--- src/rtl/dcff_pkg.sv ---
package dcff_pkg;
  // ==========================================================
  // widths
  localparam int DCFF_DATA_W = 18;
  localparam int DCFF_OFF_W = 12;
  localparam int DCFF_DEPTH = 256;
  // ==========================================================
  // reset values
  localparam logic [DCFF_OFF_W-1:0] DCFF_DEF_OFFSET = 12'h0007;
  localparam logic [DCFF_DATA_W-1:0] DCFF_DATA_RST = 18'h0_0000;
  // pad above the offset field when an offset is read back
  localparam int DCFF_PAD_W = DCFF_DATA_W - DCFF_OFF_W;
  // ==========================================================
  // offset register sequence: empty first, then full
  typedef enum logic {
    DCFF_SEL_EMPTY = 1'b0,
    DCFF_SEL_FULL = 1'b1
  } dcff_sel_t;
endpackage

--- src/rtl/dcff_mem.sv ---
module dcff_mem #(
  parameter int DW = 18,
  parameter int AW = 8
) (
  input wire logic clk, // core clock
  input wire logic ce, // clock enable, freezes while low
  input wire logic wr_en, // store one word
  input wire logic [AW-1:0] wr_addr, // write location
  input wire logic [DW-1:0] wr_data, // word to store
  input wire logic rd_en, // fetch one word
  input wire logic [AW-1:0] rd_addr, // read location
  output logic [DW-1:0] rd_data // registered read word
);
  // ==========================================================
  // storage
  logic [DW-1:0] mem_q [0:(1<<AW)-1];

  // write port; no reset so it maps onto block ram
  always_ff @(posedge clk) begin
    if (ce && wr_en) begin
      mem_q[wr_addr] <= wr_data;
    end
  end

  // read port, data held between reads
  always_ff @(posedge clk) begin
    if (ce && rd_en) begin
      rd_data <= mem_q[rd_addr];
    end
  end
endmodule

--- src/rtl/dcff_top.sv ---
// Notes on behaviour
// - eighteen bit words in and out
// - write stores when enabled and not full
// - read advances when enabled and not empty
// - load low: writes go to offset register
// - load low: reads return offset register
// - shared pin: half full or write expansion
// - empty flag low when no words
// - full flag low when buffer full
// - almost empty flag, async or registered
// - almost full flag, async or registered
// - first load strap picks first device
// - uncascaded: shared pin is retransmit strobe
// - expansion outputs feed next device inputs
// - reset empties buffer, clears both positions
// - output enable low drives data outputs, in a chain only while holding the read token
// - write expansion input from previous device
// - two offset registers, alternate, empty first
// - retransmit rewinds read position to zero
// - almost flags at or within offset
//
// Local design decisions: the placing of the registers and strobed register access.
module dcff_top
  import dcff_pkg::*;
#(
  parameter int DEPTH = dcff_pkg::DCFF_DEPTH, // words of storage
  parameter logic [dcff_pkg::DCFF_OFF_W-1:0] DEF_OFFSET =
    dcff_pkg::DCFF_DEF_OFFSET // offset after reset
) (
  input wire logic clk, // core clock
  input wire logic rst, // synchronous reset, active high
  input wire logic ce, // clock enable
  input wire logic [dcff_pkg::DCFF_DATA_W-1:0] write_data_in, // data in
  input wire logic write_en_n, // write enable, low active
  input wire logic read_en_n, // read enable, low active
  input wire logic output_en_n, // output enable, low active
  input wire logic offset_load_n, // offset access, low active
  input wire logic first_load_or_retransmit, // strap or rewind
  input wire logic cascade_mode, // high when in a depth chain
  input wire logic cascade_write_in, // write token from previous
  input wire logic cascade_read_in, // read token from previous
  input wire logic sync_flag_mode_select, // high: async almost flags
  output logic [dcff_pkg::DCFF_DATA_W-1:0] read_data_out, // data out
  output logic read_data_oe, // drive enable for data out
  output logic half_full_or_cascade_write_out, // half full or token
  output logic cascade_read_out, // read token to next device
  output logic empty_flag_n, // low when empty
  output logic full_flag_n, // low when full
  output logic almost_empty_flag_n, // low when almost empty
  output logic almost_full_flag_n // low when almost full
);
  // ==========================================================
  // derived sizes
  localparam int AW = $clog2(DEPTH);
  localparam int LW = AW + 1;
  localparam int CW = (LW > DCFF_OFF_W ? LW : DCFF_OFF_W) + 2;
  localparam logic [LW-1:0] DEPTH_L = LW'(DEPTH);
  localparam logic [LW-1:0] HALF_L = LW'(DEPTH / 2);
  localparam logic [AW-1:0] LAST_A = AW'(DEPTH - 1);
  localparam logic [CW-1:0] DEPTH_C = CW'(DEPTH);

  // widen a level or an offset for comparison
  function automatic logic [CW-1:0] widen_lvl(input logic [LW-1:0] v);
    widen_lvl = {{(CW-LW){1'b0}}, v};
  endfunction

  function automatic logic [CW-1:0] widen_off(
      input logic [DCFF_OFF_W-1:0] v);
    widen_off = {{(CW-DCFF_OFF_W){1'b0}}, v};
  endfunction

  // ==========================================================
  // state
  logic [AW-1:0] wptr_q;
  logic [AW-1:0] rptr_q;
  logic [LW-1:0] level_q;
  logic [LW-1:0] level_d;
  logic [LW-1:0] written_q;
  logic [DCFF_OFF_W-1:0] empty_off_q;
  logic [DCFF_OFF_W-1:0] full_off_q;
  dcff_sel_t wsel_q;
  dcff_sel_t rsel_q;
  logic wtok_q;
  logic rtok_q;
  logic rt_prev_q;
  logic mem_valid_q;
  logic off_valid_q;
  logic [DCFF_DATA_W-1:0] off_data_q;
  logic [DCFF_DATA_W-1:0] mem_rdata;

  // ==========================================================
  // request decode
  logic do_wr;
  logic do_rd;
  logic do_off_wr;
  logic do_off_rd;
  logic do_rt;
  logic wr_allowed;
  logic rd_allowed;

  // tokens only matter in a chain; a lone device always owns both
  assign wr_allowed = !cascade_mode || wtok_q;
  assign rd_allowed = !cascade_mode || rtok_q;
  // retransmit acts on the rising edge of the strobe
  assign do_rt = !cascade_mode && first_load_or_retransmit &&
                 !rt_prev_q;
  // full blocks the write regardless of the enable
  assign do_wr = !write_en_n && offset_load_n && level_q != DEPTH_L &&
                 wr_allowed && !do_rt;
  // empty blocks the read regardless of the enable
  assign do_rd = !read_en_n && offset_load_n && level_q != '0 &&
                 rd_allowed && !do_rt;
  assign do_off_wr = !write_en_n && !offset_load_n;
  assign do_off_rd = !read_en_n && !offset_load_n;

  // ==========================================================
  // fill level; a rewind restores the words written since reset, up to the depth
  always_comb begin
    level_d = level_q;
    if (do_rt) begin
      level_d = written_q;
    end else if (do_wr && !do_rd) begin
      level_d = level_q + LW'(1);
    end else if (do_rd && !do_wr) begin
      level_d = level_q - LW'(1);
    end
  end

  // ==========================================================
  // storage
  dcff_mem #(
    .DW(DCFF_DATA_W),
    .AW(AW)
  ) u_mem (
    .clk(clk),
    .ce(ce),
    .wr_en(do_wr),
    .wr_addr(wptr_q),
    .wr_data(write_data_in),
    .rd_en(do_rd),
    .rd_addr(rptr_q),
    .rd_data(mem_rdata)
  );

  // ==========================================================
  // positions and level
  always_ff @(posedge clk) begin
    if (rst) begin
      wptr_q <= '0;
      rptr_q <= '0;
      level_q <= '0;
    end else if (ce) begin
      level_q <= level_d;
      if (do_wr) begin
        wptr_q <= (wptr_q == LAST_A) ? '0 : wptr_q + AW'(1);
      end
      if (do_rt) begin
        rptr_q <= '0;
      end else if (do_rd) begin
        rptr_q <= (rptr_q == LAST_A) ? '0 : rptr_q + AW'(1);
      end
    end
  end

  // words written since reset, saturating at the depth;
  // rewinding after more writes than that replays garbage order
  always_ff @(posedge clk) begin
    if (rst) begin
      written_q <= '0;
    end else if (ce && do_wr && written_q != DEPTH_L) begin
      written_q <= written_q + LW'(1);
    end
  end

  // retransmit strobe history
  always_ff @(posedge clk) begin
    if (rst) begin
      rt_prev_q <= 1'b0;
    end else if (ce) begin
      rt_prev_q <= first_load_or_retransmit;
    end
  end

  // ==========================================================
  // offset registers, written in turn starting with empty
  always_ff @(posedge clk) begin
    if (rst) begin
      empty_off_q <= DEF_OFFSET;
      full_off_q <= DEF_OFFSET;
      wsel_q <= DCFF_SEL_EMPTY;
    end else if (ce && do_off_wr) begin
      if (wsel_q == DCFF_SEL_EMPTY) begin
        empty_off_q <= write_data_in[DCFF_OFF_W-1:0];
        wsel_q <= DCFF_SEL_FULL;
      end else begin
        full_off_q <= write_data_in[DCFF_OFF_W-1:0];
        wsel_q <= DCFF_SEL_EMPTY;
      end
    end
  end

  // offset read-back follows its own sequence
  always_ff @(posedge clk) begin
    if (rst) begin
      rsel_q <= DCFF_SEL_EMPTY;
      off_data_q <= DCFF_DATA_RST;
    end else if (ce && do_off_rd) begin
      if (rsel_q == DCFF_SEL_EMPTY) begin
        off_data_q <= {{DCFF_PAD_W{1'b0}}, empty_off_q};
        rsel_q <= DCFF_SEL_FULL;
      end else begin
        off_data_q <= {{DCFF_PAD_W{1'b0}}, full_off_q};
        rsel_q <= DCFF_SEL_EMPTY;
      end
    end
  end

  // ==========================================================
  // output register; one extra stage so the pins come from a
  // flop whichever source was read, at the cost of a cycle
  always_ff @(posedge clk) begin
    if (rst) begin
      mem_valid_q <= 1'b0;
      off_valid_q <= 1'b0;
    end else if (ce) begin
      mem_valid_q <= do_rd;
      off_valid_q <= do_off_rd;
    end
  end

  // an empty buffer keeps showing the last word read
  always_ff @(posedge clk) begin
    if (rst) begin
      read_data_out <= DCFF_DATA_RST;
    end else if (ce) begin
      if (off_valid_q) begin
        read_data_out <= off_data_q;
      end else if (mem_valid_q) begin
        read_data_out <= mem_rdata;
      end
    end
  end

  // only the device holding the read token drives a shared bus
  assign read_data_oe = !output_en_n && rd_allowed;

  // ==========================================================
  // boundary flags
  always_ff @(posedge clk) begin
    if (rst) begin
      empty_flag_n <= 1'b0;
      full_flag_n <= 1'b1;
    end else if (ce) begin
      empty_flag_n <= (level_d != '0);
      full_flag_n <= (level_d != DEPTH_L);
    end
  end

  // ==========================================================
  // almost flags
  logic ae_now;
  logic af_now;
  logic ae_q;
  logic af_q;

  assign ae_now = widen_lvl(level_q) <= widen_off(empty_off_q);
  assign af_now = widen_lvl(level_q) + widen_off(full_off_q) >=
                  DEPTH_C;

  // registered copies, one cycle behind the level
  always_ff @(posedge clk) begin
    if (rst) begin
      ae_q <= 1'b1;
      af_q <= 1'b0;
    end else if (ce) begin
      ae_q <= ae_now;
      af_q <= af_now;
    end
  end

  // mode pin high picks the direct decode
  assign almost_empty_flag_n = sync_flag_mode_select ? !ae_now :
                               !ae_q;
  assign almost_full_flag_n = sync_flag_mode_select ? !af_now :
                              !af_q;

  // ==========================================================
  // depth expansion tokens
  logic wx_pulse_q;
  logic hf_n_q;

  // the strap is sampled while reset is held, never asynchronously
  always_ff @(posedge clk) begin
    if (rst) begin
      wtok_q <= !first_load_or_retransmit;
      rtok_q <= !first_load_or_retransmit;
    end else if (ce) begin
      if (cascade_write_in) begin
        wtok_q <= 1'b1;
      end else if (do_wr && wptr_q == LAST_A) begin
        wtok_q <= 1'b0;
      end
      if (cascade_read_in) begin
        rtok_q <= 1'b1;
      end else if (do_rd && rptr_q == LAST_A) begin
        rtok_q <= 1'b0;
      end
    end
  end

  // hand-off pulses when the last location is used
  always_ff @(posedge clk) begin
    if (rst) begin
      wx_pulse_q <= 1'b0;
      cascade_read_out <= 1'b0;
      hf_n_q <= 1'b1;
    end else if (ce) begin
      wx_pulse_q <= cascade_mode && do_wr && wptr_q == LAST_A;
      cascade_read_out <= cascade_mode && do_rd &&
                          rptr_q == LAST_A;
      hf_n_q <= !(level_d > HALF_L);
    end
  end

  // shared pin: token pulse in a chain, half full otherwise
  assign half_full_or_cascade_write_out = cascade_mode ? wx_pulse_q :
                                          hf_n_q;
endmodule

--- config.mk ---
export PLATFORM = sky130hd
export DESIGN_NAME = dcff_top
export DESIGN_NICKNAME = d
export VERILOG_FILES = /design/src/rtl/dcff_pkg.sv /design/src/rtl/dcff_mem.sv /design/src/rtl/dcff_top.sv
export SDC_FILE = /design/constraint.sdc
export NUM_CORES = 2
export LEC_CHECK = 0
export BUFFER_PORTS_ARGS = -buffer_cell sky130_fd_sc_hd__buf_2
export CAP_MARGIN = 20
export CELL_PAD_IN_SITES_DETAIL_PLACEMENT = 1
export CELL_PAD_IN_SITES_GLOBAL_PLACEMENT = 2
export CORE_UTILIZATION = 40
export CTS_CLUSTER_SIZE = 12
export DETAILED_ROUTE_END_ITERATION = 12
export PLACE_DENSITY_LB_ADDON = 0.1
export SETUP_SLACK_MARGIN = 0.3
export SLEW_MARGIN = 30
export SYNTH_ARGS = -nofsm -noshare
export SYNTH_HDL_FRONTEND = slang
export SYNTH_MEMORY_MAX_BITS = 65536
export SYNTH_SLANG_ARGS = --single-unit
--- constraint.sdc ---
create_clock -name clk -period 3.45 [get_ports clk]
set_clock_uncertainty 0.15 [all_clocks]
set_input_delay 0.345 -clock clk [delete_from_list [all_inputs] [get_ports clk]]
set_output_delay 0.345 -clock clk [all_outputs]
set_load 0.05 [all_outputs]
# Yosys cells after proc, flatten, opt, wreduce, memory -nomap -nowiden
# Memories as Yosys holds them, arrays and structs flattened. A register that Yosys moved wholly into a read port is not among the register bits.
# Index checks and enable logic that the tools add are counted.
[word_totals] ff_bits=108 ramBits=4608 inputBits=30 wordCells=120 mem_count=1
[memory_table] memory="u_mem.mem_q" words=256 word_bits=18 read_ports=1 rd_clocked_by_memory_dff=1 write_ports=1 line_no="dcff_mem.sv:16" rtl="logic [DW-1:0] mem_q [0:(1<<AW)-1];"
[classes] addsub=6 eq_ne=5 bitwise=1 muxes=25 magnitude_cmp=3 n_reduce_logical=57
[op_table] operator="two-way mux 18 bit" count=2
[op_table] operator="two-way mux 8 bit" count=4
[op_table] operator="two-way mux 9 bit" count=3
[op_table] operator="inequality test 9 bit (second input constant)" count=3
[op_table] operator="logical AND 1 bit" count=26
[op_table] operator="adder 9 x 1 -> 9 bit (second input constant)" count=2
[op_table] operator="nonzero test 9 bit" count=2
[op_table] operator="adder 8 x 1 -> 8 bit (second input constant)" count=2
[op_table] operator="equality test 8 bit (second input constant)" count=2
[op_table] operator="zero test 1 bit" count=15
[op_table] operator="two-way mux 1 bit" count=15
[op_table] operator="AND reduction 2 bit" count=7
[op_table] operator="adder 9 x 12 -> 13 bit" count=1
[op_table] operator=">= comparator 13 x 9 -> 1 bit (second input constant)" count=1
[op_table] operator="<= comparator 9 x 12 -> 1 bit" count=1
[op_table] operator="two-way mux 12 bit" count=1
[op_table] operator="greater-than comparator 9 x 8 -> 1 bit (second input constant)" count=1
[op_table] operator="subtractor 9 x 1 -> 9 bit (second input constant)" count=1
[op_table] operator="nonzero test 2 bit" count=3
[op_table] operator="nonzero test 3 bit" count=2
[op_table] operator="logical OR 1 bit" count=2
[op_table] operator="NOT 1 bit" count=1

# Logic depth before layout (Yosys ltp)
[logic_depth] word_depth=12 mapped_depth=12 mapped_depth_nobuf=11

# By module
# From an unflattened synthesis, not the netlist that was laid out.
[unflattened] cells_unflattened=9028 area_unflattened_um2=184729.7
[modules_own_cells] mod="dcff_mem" area_each_um2=179394.6 cells_per_inst=8385 n_inst=1 seq_area_each_um2=138913.2
[modules_own_cells] mod="dcff_top" area_each_um2=5335.1 cells_per_inst=643 n_inst=1 seq_area_each_um2=2062.0

# Worst setup path after synthesis
# OpenSTA, ideal clock, no wires.
[synth_path] path_kind="register -> register" startpoint="register level_q[1]" endpoint="memory u_mem.mem_q[100][0], enable pin" setup_ns=0.393 synth_period_minus_slack_ns=3.514 t_arrival_ns=2.971 t_required_ns=2.907 path_slack_ns=-0.064 path_stages_with_launch=10 cell_sequence="dfxtp_1 inv_1 ha_1 nor4b_1 and3_1 nor3_2 clkbuf_1 nand3_1 clkbuf_1 nor2_1"
[synth_between] elab_chain_cells=7
[synth_lines] element="start, declared" line_no="dcff_top.sv:76" rtl="logic [LW-1:0] level_q;"
[synth_lines] element="start signal, assigned" line_no="dcff_top.sv:153" rtl="level_q <= level_d;"
[synth_lines] element="inequality test 9 bit" line_no="dcff_top.sv:108" rtl="assign do_wr = !write_en_n && offset_load_n && level_q != DEPTH_L &&"
[synth_lines] element="logical AND 1 bit (2 in a row)" line_no="dcff_top.sv:108"
[synth_lines] element="logical AND 1 bit" line_no="dcff_top.sv:109" rtl="wr_allowed && !do_rt;"
[synth_lines] element="logical AND 1 bit" line_no="dcff_mem.sv:20" rtl="if (ce && wr_en) begin"
[synth_lines] element="two-way mux 1 bit" line_no="dcff_mem.sv:20"
[synth_lines] element="two-way mux 1 bit (not written as such)" line_no="dcff_mem.sv:21" rtl="mem_q[wr_addr] <= wr_data;"
[synth_lines] element="end, declared" line_no="dcff_mem.sv:16"
# Every way passes these cells.

# Worst setup path after layout
[layout_path] startpoint="register level_q[0]" endpoint="output port almost_full_flag_n"
[layout_between] elab_chain_cells=4
[layout_lines] element="adder 9 x 12 -> 13 bit" line_no="dcff_top.sv:267" rtl="assign af_now = widen_lvl(level_q) + widen_off(full_off_q) >="
[layout_lines] element=">= comparator 13 x 9 -> 1 bit" line_no="dcff_top.sv:267"
[layout_lines] element="zero test 1 bit" line_no="dcff_top.sv:284" rtl="assign almost_full_flag_n = sync_flag_mode_select ? !af_now :"
[layout_lines] element="two-way mux 1 bit" line_no="dcff_top.sv:284"
[layout_lines] element="end, declared" line_no="dcff_top.sv:50" rtl="output logic almost_full_flag_n"
# Every way passes these cells.

==> flow_summary_export.csv <==
group,metric,value,unit
die,die_h,675.7,µm
status,violations,"setup timing",
global_route,grt_pass1_wl,746000,µm
timing,relSlewSlack,25.27,%
timing,hold_violations,0,
placed_design,numPortBuffers,54,
power,p_leak,0.06703,µW
worst_setup_path,worst_setup_path_start_kind,"flip-flop",
drt,postRouteAntennaNets,0,
clock_network,numCtsBuffers,533,
synthesis,synth_nets,7640,
synthesis,ys_top_cells_by_area,"edfxtp_1, mux4_2, dfxtp_1",
drt,viasPerCell,5.774,
worst_setup_path,arrival,3.29,ns
drt,drc_errors,0,
die,io_pins,55,
drt,vias,87472,
clock_network,clock_sinks,4728,
synthesis,ys_seq_area_share,77.65,%
synthesis,ys_ff_latch,4728,
power,irDropWorstVdd,0.5158,mV
clock_network,cts_root_buf,"clkbuf_16",
synthesis,yosys_warnings,0,
layout,area_growth,21.63,%
global_route,grt_usage,23.49,%
worst_setup_path,critPathMaxFanout,7,
status,run_status,"complete, but fails checks",
global_route,overflow,0,
drt,drt-total-wl,543400,µm
synthesis,synth_simple_gate_area_share,1.405,%
timing,setup_viol,67,
synthesis,syn_area,181600,µm²
worst_setup_path,crit_buf_inv,2,
clock_network,htreeDepth,6,
timing,period_needed,3.787,ns
worst_setup_path,cpPeakStageDelay,0.33,ns
drt,drt-initial-drc-count,9102,
worst_setup_path,crit_type,"flip-flop to primary output",
die,initial_core_util,40.16,%
clock_network,cts_tree,"built",
placed_design,place.gp.congestion,0.7747,
drt,firstDrtPassIters,5,
layout,drive_gt1_share,39.66,%
global_route,grt_max_degree,126,
die,die_w,675.7,µm
timing,rsz0062_at_grt,"yes",
drt,wire_per_inst,35.87,µm
synthesis,synth_edf_count,4628,
synthesis,synth_top_flop_cell,"edfxtp_1",
worst_setup_path,critPathTopFamily,"compound AO/OA/AOI/OAI gates",
placed_design,postPlaceCellArea,200000,µm²
synthesis,synth_commonest_cells,"edfxtp_1, mux4_2, nor2_1",
timing,setup_tns,-5.310,ns
power,power_density,546.4,nW/µm²
timing,tightest_slew,1.090,ns
synthesis,syn_area_per_cell,23.95,µm²
synthesis,synth.top_cell.area_share,76.54,%
synthesis,ys_async_sr_fraction,0,%
timing,layout_worst_path_cycle_share,109.8,%
worst_setup_path,crit_path_end_kind,"primary output",
job,maxCapViolations,0,
clock_network,cts_buffer_depth,4,
synthesis,synth_cell_type_count,58,
synthesis,synthCells,7582,
synthesis,synthXorXnorAreaFrac,0.07236,%
die,coreArea,452100,µm²
global_route,grt_antenna_before_repair,40,
worst_setup_path,path_cells,"buf_6, ha_4, fa_2, a21o_1, a21oi_2, nor2b_2, o21a_1, nor2_1, nor3b_1, o21ai_1, and3_4, a21o_1, buf_6",
layout,fin_nets,8827,
synthesis,synthMuxAreaShare,18.96,%
clock_network,clkSlewWorstSetupHoldPaths,0.06,ns
worst_setup_path,cp.required,2.95,ns
synthesis,yosysTopAreaCell,"edfxtp_1",
min_path,min_path_type,"input pin to flip-flop",
die,num_rows,247,
timing,final_max_slew_viol_count,0,
worst_setup_path,crit_slowest_cell,"dfxtp_2",
layout,postLayoutCellArea,220800,µm²
synthesis,synth_top_family_by_area,"multiplexers",
global_route,grt_pass1_vias,91966,
die,die_area,456600,µm²
timing,fmax,264.0,MHz
synthesis,yosysMostFrequentCell,"edfxtp_1",
synthesis,synth-compound-area-share,0.7215,%
clock_network,clkLatencyLatePin,1.02,ns
synthesis,synthAdderAreaFrac,0.1971,%
placed_design,dpl.hpwl,318100,µm
timing,worst_slack,-0.3373,ns
[report_power, final]
group          switching, µW  leakage (µW)  internal [µW]  total (µW)
Clock                  22700       0.00796          31200       53900
Combinational           2180        0.0167           1490        3670
Sequential              57.0        0.0424          63100       63100
[per-layer routing]
metal | share of wire [%] | vias to the layer above | track usage (%)
met5 | 0.0070 | - | 0
met4 | 2.4 | 6 | 5.031
met3 | 5.4 | 664 | 2.995
met2 | 50 | 2609 | 39.36
met1 | 43 | 49047 | 33.16
li1 | - | 35146 | -
[worst paths after layout]
path         cells past startpoint            endpoint  slack [ns]                      from
min                              4              rtok_q        0.18  first_load_or_retransmit
max                             13  almost_full_flag_n       -0.34                level_q[0]
min reg2reg                      2     empty_off_q[10]        0.32           empty_off_q[10]
max reg2reg                     21              hf_n_q       -0.33                level_q[0]
[flip-flops by register name, indices dropped and copies added, names as in the netlist]
signal            cells
ae_q                  1
af_q                  1
cascade_read_out      1
empty_flag_n          1
empty_off_q          12
full_flag_n           1
full_off_q           12
hf_n_q                1
level_q               9
mem_valid_q           1
off_data_q           12
off_valid_q           1
read_data_out        18
rptr_q                8
rsel_q                1
rt_prev_q             1
rtok_q                1
u_mem.mem_q        4608
u_mem.rd_data        18
wptr_q                8
written_q             9
wsel_q                1
wtok_q                1
wx_pulse_q            1
[stage by stage]
step / worst slack (ns) / power [µW] / instances / utilization, % / hold WS (ns)
floorplan: 0.1107 / 65670 / 7582 / - / 0.2876
global placement: -0.6236 / 67540 / 13977 / 44.22 / 0.2974
detailed placement: -0.6034 / 67670 / 13980 / 44.24 / 0.3103
CTS: -0.5003 / 121900 / 15042 / 48.43 / 0.07965
global route: -0.5075 / 123900 / 15141 / 48.84 / 0.1788
finish: -0.3373 / 120700 / 15148 / 48.84 / 0.1813
[cell families (layout without fill, tap and decap cells)]
family                     count (synthesis)  count (layout)
AOI/OAI and AO/OA                        194             194
xor gates and xnor gates                  15              15
adders and majority gates                 28              28
buffers and inverters                    444            2024
DFF                                     4728            4728
muxes                                   1585            1585
other                                      0              10
and+or+nand+nor                          588             588
[what timing repair did]
action / 4_1_cts / 5_1_grt
resized for setup: 218 / 105
gates cloned: 10 / 28
setup buffers: 88 / 67
hold buffers: 36 / 0
endpoints found under the setup margin: 30 / 4676
pin swaps: 42 / 37
hold endpoints to repair: 2786 / 0
[tightest hold or removal path, stage by stage]
cell	delay, ns
dlygate4sd3_1	0.53
buf_2	0.14
nand2b_1	0.15
o21ai_0	0.07
[cell type report]
class	count	area [µm²]
diodes	10	25.02
clock buffers	686	14470
clock inverters	242	1859
fillers	39213	231300
inverters	21	86.33
multi-input cells	2410	40370
flip-flops and latches	4728	141000
well taps	5976	7477
repair buffers	1075	15550
[placed cells by master, fill, tap and decap left out, types with 9 or more instances in the layout]
master,instances
dfxtp_1,92
buf_2,33
nor2_1,97
o221a_1,18
bufinv_16,22
o22ai_1,24
nand2_1,84
nand3_1,20
mux2i_1,30
nor2_4,53
buf_16,33
o21ai_0,15
buf_12,463
a21oi_1,45
buf_8,35
inv_1,16
edfxtp_1,4628
nor3_1,11
clkinv_2,61
dlygate4sd3_1,36
nor2b_1,9
mux2_2,72
buf_6,70
a211oi_1,30
diode_2,10
inv_6,16
ha_1,23
clkbuf_16,583
o22ai_2,9
clkinv_1,124
nor2_2,212
clkbuf_1,127
mux4_2,1476
nand3_4,16
buf_4,378
nand4_1,10
Note: power is estimated with default switching activity, not from simulation.
